--- config.mk ---
export PLATFORM = sky130hd
export DESIGN_NAME = rss_ramp_switch_stall
export DESIGN_NICKNAME = d
export VERILOG_FILES = /design/src/include/rss_pkg.sv /design/src/hdl/rss_ramp_switch_stall.sv /design/src/hdl/rss_load_meas.sv
export SDC_FILE = /design/constraint.sdc
export NUM_CORES = 1
export LEC_CHECK = 0
export BUFFER_PORTS_ARGS = -buffer_cell sky130_fd_sc_hd__buf_2
export CORE_UTILIZATION = 50
export DETAILED_ROUTE_END_ITERATION = 6
export GPL_TIMING_DRIVEN = 0
export PLACE_DENSITY = 0.79
export SKIP_LAST_GASP = 1
export SLEW_MARGIN = 25
export SYNTH_ARGS = -nofsm -noshare
export SYNTH_HDL_FRONTEND = slang
export SYNTH_SLANG_ARGS = --single-unit
--- constraint.sdc ---
create_clock -name clk_i -period 6.3 [get_ports clk_i]
set_clock_uncertainty 0.05 [all_clocks]
set_input_delay 1.26 -clock clk_i [delete_from_list [all_inputs] [get_ports clk_i]]
set_output_delay 1.26 -clock clk_i [all_outputs]
set_load 0.02 [all_outputs]
--- src/include/rss_pkg.sv ---
// Notes on behaviour
// - velocity threshold compares ignore the lowest eight bits of each threshold
// - enabled left and right switch events stop the motion
// - hard stop forces velocity to zero at once, no ramp
// - soft stop ramps velocity down using the deceleration setting
// - enabled latching copies actual position into latched position on the event
// - each switch input has a programmable active polarity
// - on switch hit position latches and motor stops; host waits, selects hold
// - signed stall threshold, zero neutral, positive less and negative more sensitive
// - filter bit gives one load result per electrical period, else standard mode
// - load measurement is 10 bits, 0 to 1023, higher means less load
// - load measurement falls toward zero as load reaches maximum
// - stall stop enable stops the motor when load measurement reaches zero
// - unfiltered load measurement updates once per full step
// - filtered load value averages four consecutive measurements
// - standstill flag is set whenever actual velocity is zero
`default_nettype none
package rss_pkg;
  // =====================================================================
  // widths
  localparam int VEL_W       = 32;
  localparam int POS_W       = 32;
  localparam int THR_W       = 23;
  localparam int THR_DROP    = 8;
  localparam int LOAD_W      = 10;
  localparam int STHR_W      = 7;
  localparam int FILT_N      = 4;
  localparam int FILT_SHIFT  = 2;
  localparam int ACC_W       = LOAD_W + FILT_SHIFT;
  // =====================================================================
  // switch_stop_config field positions
  localparam int CFG_W          = 8;
  localparam int CFG_STOP_L     = 0;
  localparam int CFG_STOP_R     = 1;
  localparam int CFG_POL_L      = 2;
  localparam int CFG_POL_R      = 3;
  localparam int CFG_LATCH_L    = 4;
  localparam int CFG_LATCH_R    = 5;
  localparam int CFG_SOFT       = 6;
  localparam int CFG_STALL_STOP = 7;
  // =====================================================================
  // reset values
  localparam logic [POS_W-1:0]  LATCH_RST = 32'h0000_0000;
  localparam logic [LOAD_W-1:0] LOAD_RST  = 10'h3FF;
  localparam logic [VEL_W-1:0]  VEL_ZERO  = 32'h0000_0000;
  localparam logic [1:0]        FCNT_RST  = 2'h0;
  localparam logic [1:0]        FCNT_LAST = 2'h3;
  typedef enum logic [2:0] {
    RSS_RUN  = 3'b001,
    RSS_SOFT = 3'b010,
    RSS_HARD = 3'b100
  } rss_stop_e;
endpackage : rss_pkg
`default_nettype wire

--- src/hdl/rss_ramp_switch_stall.sv ---
`default_nettype none
module rss_ramp_switch_stall
  import rss_pkg::*;
(
  input  wire logic              clk_i,
  input  wire logic              sys_rst_i,
  input  wire logic [VEL_W-1:0]  actual_velocity_i,
  input  wire logic [POS_W-1:0]  actual_position_i,
  input  wire logic [VEL_W-1:0]  thr_low_i,
  input  wire logic [VEL_W-1:0]  thr_high_i,
  input  wire logic [CFG_W-1:0]  switch_stop_config_i,
  input  wire logic              ref_left_i,
  input  wire logic              ref_right_i,
  input  wire logic              stop_clear_i,
  input  wire logic              filt_en_i,
  input  wire logic              fullstep_i,
  input  wire logic [LOAD_W-1:0] raw_load_i,
  input  wire logic [STHR_W-1:0] stall_threshold_i,
  output logic                   above_low_o,
  output logic                   above_high_o,
  output logic                   left_active_o,
  output logic                   right_active_o,
  output logic                   stop_hard_o,
  output logic                   stop_soft_o,
  output logic                   stall_flag_o,
  output logic                   latch_event_o,
  output logic      [POS_W-1:0]  latched_position_o,
  output logic                   standstill_o,
  output logic      [LOAD_W-1:0] load_measurement_o
);
  // =====================================================================
  // state
  typedef struct packed {
    logic              l_prev;
    logic              r_prev;
    rss_stop_e         stop;
    logic              stall;
    logic              lev;
    logic [POS_W-1:0]  latch;
    logic              above_lo;
    logic              above_hi;
    logic              still;
  } rss_st_s;
  rss_st_s s_q, s_d;

  // magnitude with low bits dropped, used for both thresholds
  function automatic logic [THR_W-1:0] rss_coarse(input logic [VEL_W-1:0] v);
    logic [VEL_W-1:0] m;
    m = v[VEL_W-1] ? (~v + 32'h0000_0001) : v;
    return m[VEL_W-2:THR_DROP];
  endfunction

  logic [LOAD_W-1:0] load;
  logic              load_vld;

  rss_load_meas u_load (
    .clk_i              (clk_i),
    .sys_rst_i          (sys_rst_i),
    .filt_en_i          (filt_en_i),
    .fullstep_i         (fullstep_i),
    .raw_load_i         (raw_load_i),
    .stall_threshold_i  (stall_threshold_i),
    .load_measurement_o (load),
    .load_valid_o       (load_vld)
  );

  logic l_act, r_act, l_rise, r_rise, stop_ev, stall_ev;
  always_comb begin
    s_d = s_q;
    l_act  = ref_left_i ^ switch_stop_config_i[CFG_POL_L];
    r_act  = ref_right_i ^ switch_stop_config_i[CFG_POL_R];
    l_rise = l_act && !s_q.l_prev;
    r_rise = r_act && !s_q.r_prev;
    s_d.l_prev = l_act;
    s_d.r_prev = r_act;
    stall_ev = switch_stop_config_i[CFG_STALL_STOP] && load_vld && (load == '0);
    stop_ev = (l_act && switch_stop_config_i[CFG_STOP_L])
           || (r_act && switch_stop_config_i[CFG_STOP_R]) || stall_ev;
    if (stall_ev) begin
      s_d.stall = 1'b1;
    end else if (stop_clear_i) begin
      s_d.stall = 1'b0;
    end
    if (stop_ev) begin
      s_d.stop = switch_stop_config_i[CFG_SOFT] ? RSS_SOFT : RSS_HARD;
    end else if (stop_clear_i) begin
      s_d.stop = RSS_RUN;
    end
    s_d.lev = (l_rise && switch_stop_config_i[CFG_LATCH_L])
           || (r_rise && switch_stop_config_i[CFG_LATCH_R]);
    if (s_d.lev) begin
      s_d.latch = actual_position_i;
    end
    s_d.above_lo = rss_coarse(actual_velocity_i) >= thr_low_i[VEL_W-2:THR_DROP];
    s_d.above_hi = rss_coarse(actual_velocity_i) >= thr_high_i[VEL_W-2:THR_DROP];
    s_d.still = (actual_velocity_i == VEL_ZERO);
  end

  always_ff @(posedge clk_i) begin
    if (sys_rst_i) begin
      s_q <= '{l_prev: 1'b0, r_prev: 1'b0, stop: RSS_RUN, stall: 1'b0, lev: 1'b0,
               latch: LATCH_RST, above_lo: 1'b0, above_hi: 1'b0, still: 1'b1};
    end else begin
      s_q <= s_d;
    end
  end

  // =====================================================================
  // outputs
  assign above_low_o        = s_q.above_lo;
  assign above_high_o       = s_q.above_hi;
  assign left_active_o      = s_q.l_prev;
  assign right_active_o     = s_q.r_prev;
  assign stop_hard_o        = (s_q.stop == RSS_HARD);
  assign stop_soft_o        = (s_q.stop == RSS_SOFT);
  assign stall_flag_o       = s_q.stall;
  assign latch_event_o      = s_q.lev;
  assign latched_position_o = s_q.latch;
  assign standstill_o       = s_q.still;
  assign load_measurement_o = load;
endmodule // rss_ramp_switch_stall
`default_nettype wire

--- src/hdl/rss_load_meas.sv ---
`default_nettype none
module rss_load_meas
  import rss_pkg::*;
(
  input  wire logic              clk_i,
  input  wire logic              sys_rst_i,
  input  wire logic              filt_en_i,
  input  wire logic              fullstep_i,
  input  wire logic [LOAD_W-1:0] raw_load_i,
  input  wire logic [STHR_W-1:0] stall_threshold_i,
  output logic      [LOAD_W-1:0] load_measurement_o,
  output logic                   load_valid_o
);
  typedef struct packed {
    logic [ACC_W-1:0]  acc;
    logic [1:0]        cnt;
    logic [LOAD_W-1:0] load;
    logic              vld;
  } rss_lm_s;
  rss_lm_s s_q, s_d;

  // threshold offsets raw reading; positive raises reading, clamp at ends
  function automatic logic [LOAD_W-1:0] rss_apply_thr(input logic [LOAD_W-1:0] r,
                                                      input logic [STHR_W-1:0] t);
    logic signed [LOAD_W+1:0] sum;
    sum = $signed({2'b00, r}) + $signed({{(LOAD_W+2-STHR_W){t[STHR_W-1]}}, t});
    if (sum < 0) return '0;
    if (sum > $signed({2'b00, LOAD_RST})) return LOAD_RST;
    return sum[LOAD_W-1:0];
  endfunction

  logic [LOAD_W-1:0] adj;
  logic [ACC_W-1:0]  acc_n;
  always_comb begin
    s_d   = s_q;
    adj   = rss_apply_thr(raw_load_i, stall_threshold_i);
    acc_n = s_q.acc + {{FILT_SHIFT{1'b0}}, adj};
    s_d.vld = 1'b0;
    if (fullstep_i) begin
      if (!filt_en_i) begin
        s_d.load = adj;
        s_d.vld  = 1'b1;
        s_d.cnt  = FCNT_RST;
        s_d.acc  = '0;
      end else if (s_q.cnt == FCNT_LAST) begin
        s_d.load = acc_n[ACC_W-1:FILT_SHIFT];
        s_d.vld  = 1'b1;
        s_d.cnt  = FCNT_RST;
        s_d.acc  = '0;
      end else begin
        s_d.acc = acc_n;
        s_d.cnt = s_q.cnt + 2'h1;
      end
    end
  end

  always_ff @(posedge clk_i) begin
    if (sys_rst_i) begin
      s_q <= '{acc: '0, cnt: FCNT_RST, load: LOAD_RST, vld: 1'b0};
    end else begin
      s_q <= s_d;
    end
  end

  assign load_measurement_o = s_q.load;
  assign load_valid_o       = s_q.vld;
endmodule // rss_load_meas
`default_nettype wire

==> run metrics <==
run status complete, but fails checks; failing checks design-rule violations; CP max-delay cell a2bb2oi_1; prevailing post-synth register cell dfxtp_1; worst-case clock buffer depth 2; root buffer cell clkbuf_8; # rows 38; Routed Wire Length about 14000 um; setup_tns 0 ns; Net Sw Frac a little over a third; core area 10790 sq um; RePlAce Congestion 0.8918; Slew Limit Fails 0; Final setup viols 0; cell count after placement around 1000; initial DRC count between 150 and 200; Sequential Power Share 35.3%; Worst path max stage delay a little over 0.5 ns; syn nets 912; post-synth top area cell dfxtp_1; part of the cycle the worst path needs between 90 and 100%; CP Class primary input to flip-flop; # DRC 2; Area Overhead vs Synth 24.27%; Tightest Hold Check Type flip-flop to flip-flop; CP arrival between 5 and 6 ns; EDFF count, synth 0; final antenna-violating net count 0; Crit path max-delay family compound AO/OA/AOI/OAI gates; ranking of synthesized cells by area dfxtp_1 24%, ha_1 15%, mux2i_1 6.3%; cells along the critical path buf_2 -> ha_1 -> inv_1 -> fa_1 -> nand2b_1 -> a21oi_1 -> a21oi_1 -> a2bb2oi_1 -> mux2i_1 -> a21o_1 -> ha_1 -> fa_1 -> a211oi_1 -> o21ai_0 -> a2111oi_0 -> nor3_1 -> mux2i_1 -> a311oi_1 -> a21oi_1; worst skew pair latency about 0.35 ns; Max-cap violations 0; Die Ht approximately 110 um; I/O Pins around 210; Setup WS post-layout about 0.55 ns; CTS H-Tree Depth 3; CP most frequent cell a21oi_1; DRT Pass-1 Iters 6; Hold Vio Cnt, Final 0; Seq/Total Area, Yosys 24.22%; critical path fanouts, max 7; CTS Buf Count 9; crit end category flip-flop; Die Wd between 100 and 150 um; initial core utilization 51.31%; GRT Total Usage 25.14%; commonest non-fill, non-tap cells in the layout 193 x buf_2, 85 x nor2_1, 68 x ha_1; post-DP HPWL roughly 12000 um; Comb power frac between 30% and 40%; DR vias/cell approximately 5.3; CTS Hold Bufs 0; CTS sink count 67; async set-reset flop share out of synthesis 0%; commonest non-fill, non-tap cell in the layout buf_2; Psw around 0.00047 W; pwr/cell area just under 200 nW/um^2; Vias about 5400; fin cells between 1000 and 1500; Synth warnings 0; post-layout minimum cycle time around 5.7 ns; flops & latches, synth between 60 and 70; Post-Syn Instances about 680; clock tree from TritonCTS built; Placed Area approximately 6700 sq um; grt total ovfl 0; antenna cells 0; final instance area approximately 7000 sq um; pin count of the biggest net entering global routing 15; RSZ-0062 raised after global routing false; slew margin rel. between 50% and 60%; Synth top area share between 20% and 30%; Req. time, crit path 6.48 ns; first-pass GRT wire length between 20000 and 25000 um; CTS clk-pin slew, worst paths roughly 0.08 ns; clock share of power approximately 28%; initial antenna violation count 0; IO Port Bufs between 150 and 200; Worst-Margin Slew around 0.73 ns; average size of a mapped cell between 8 and 9 sq um; PostCTS Resize Cnt 0; Die Area 11500 sq um; synth unique cells 60; vias in the first global route 5136; Post-Synthesis Cell Area roughly 5500 sq um; WP buf/inv 2; internal power ~0.00087 W; Startpoint Class primary input; Place WS between 0.2 and 0.3 ns; Hold WS between 0.4 and 0.5 ns; Worst VDD drop 0.1333 mV; Final nets about 1100; setup bufs post-CTS 0; layout cell share with drive strength beyond 1 between 20% and 30%; LEAKAGE 3.523 nW; WL per Instance between 10 and 15 um; maximum clock frequency ~170 MHz
-- synthesized netlist by cell type, drive strengths merged (6+ instances only) --
cell type / n
mux2i: 35
a31oi: 6
clkbuf: 12
or3: 6
o21a: 7
nor2b: 9
nor3: 10
nand3b: 6
xor2: 6
ha: 68
o31ai: 7
a21o: 19
nand3: 13
buf: 48
o21ai: 25
a21oi: 39
inv: 55
dfxtp: 67
a22oi: 11
nand2: 33
xnor2: 31
nor2: 85
nand4: 7
a211oi: 10
-- power by group through the flow --
stage	Combinational, W	Clock, W	Sequential (W)
after floorplan	0.000342	0	0.000482
after global placement	0.000481	0	0.000481
after detailed placement	0.000489	0	0.000482
after CTS	0.000492	0.000381	0.000472
after global routing	0.000551	0.000401	0.000476
final	0.000492	0.000373	0.000472
-- registers in the layout (all words and copies together) (netlist names) --
register	count
above_high_o	1
above_low_o	1
latch_event_o	1
latched_position_o	32
left_active_o	1
right_active_o	1
s_q	3
stall_flag_o	1
standstill_o	1
u_load.load_measurement_o	10
u_load.load_valid_o	1
u_load.s_q	14
-- final timing paths --
path         slack [ns]                           end  cells after the start           start
max                0.55  u_load.load_measurement_o[8]                     19   raw_load_i[0]
min                0.42                u_load.s_q[12]                      2  u_load.s_q[12]
max reg2reg        3.50  u_load.load_measurement_o[8]                      9  u_load.s_q[13]
min reg2reg        0.42                u_load.s_q[12]                      2  u_load.s_q[12]
-- metrics by stage --
step	power [W]	utilization (%)
global placement	0.0009616	61.84
CTS	0.001345	63.76
detailed placement	0.0009707	61.84
global route	0.001428	63.76
finish	0.001337	63.76
floorplan	0.0008245	-
-- routing by layer --
metal,wire [um],share of wire [%],global-route usage (%),vias up
li1,-,-,-,2786
met1,6298,45,31.52,2454
met2,6501,46,43.55,170
met3,911,6.5,4.134,19
met4,307,2.2,8.317,0
met5,0,0,0,-
-- final cells by class --
type | instances | area, sq um
sequential | 67 | 1341
clock buffer | 9 | 123.9
timing repair buffer | 192 | 960.9
tap | 140 | 175.2
multi-input combinational | 500 | 3606
fill | 967 | 3911
buffer | 60 | 384.1
clock inverter | 7 | 83.83
inverter | 55 | 206.4
-- cell families after synthesis --
family | Yosys count | share of synthesized area (%)
simple gates | 199 | 17.49
compound gates | 158 | 19.16
buf+inv | 115 | 10.66
fa+ha+maj | 70 | 16.09
flops | 67 | 24.22
xor+xnor | 37 | 5.852
mux | 36 | 6.530
-- worst register-to-register path, delay by kind of cell, from the launching register on --
family                     cells  cell delay [ns]
AOI/OAI and AO/OA              5             1.32
adders and majority gates      2             0.67
DFF                            1             0.33
muxes                          1             0.16
and+or+nand+nor                1             0.17
No activity file was read; power rests on OpenSTA's default activity.
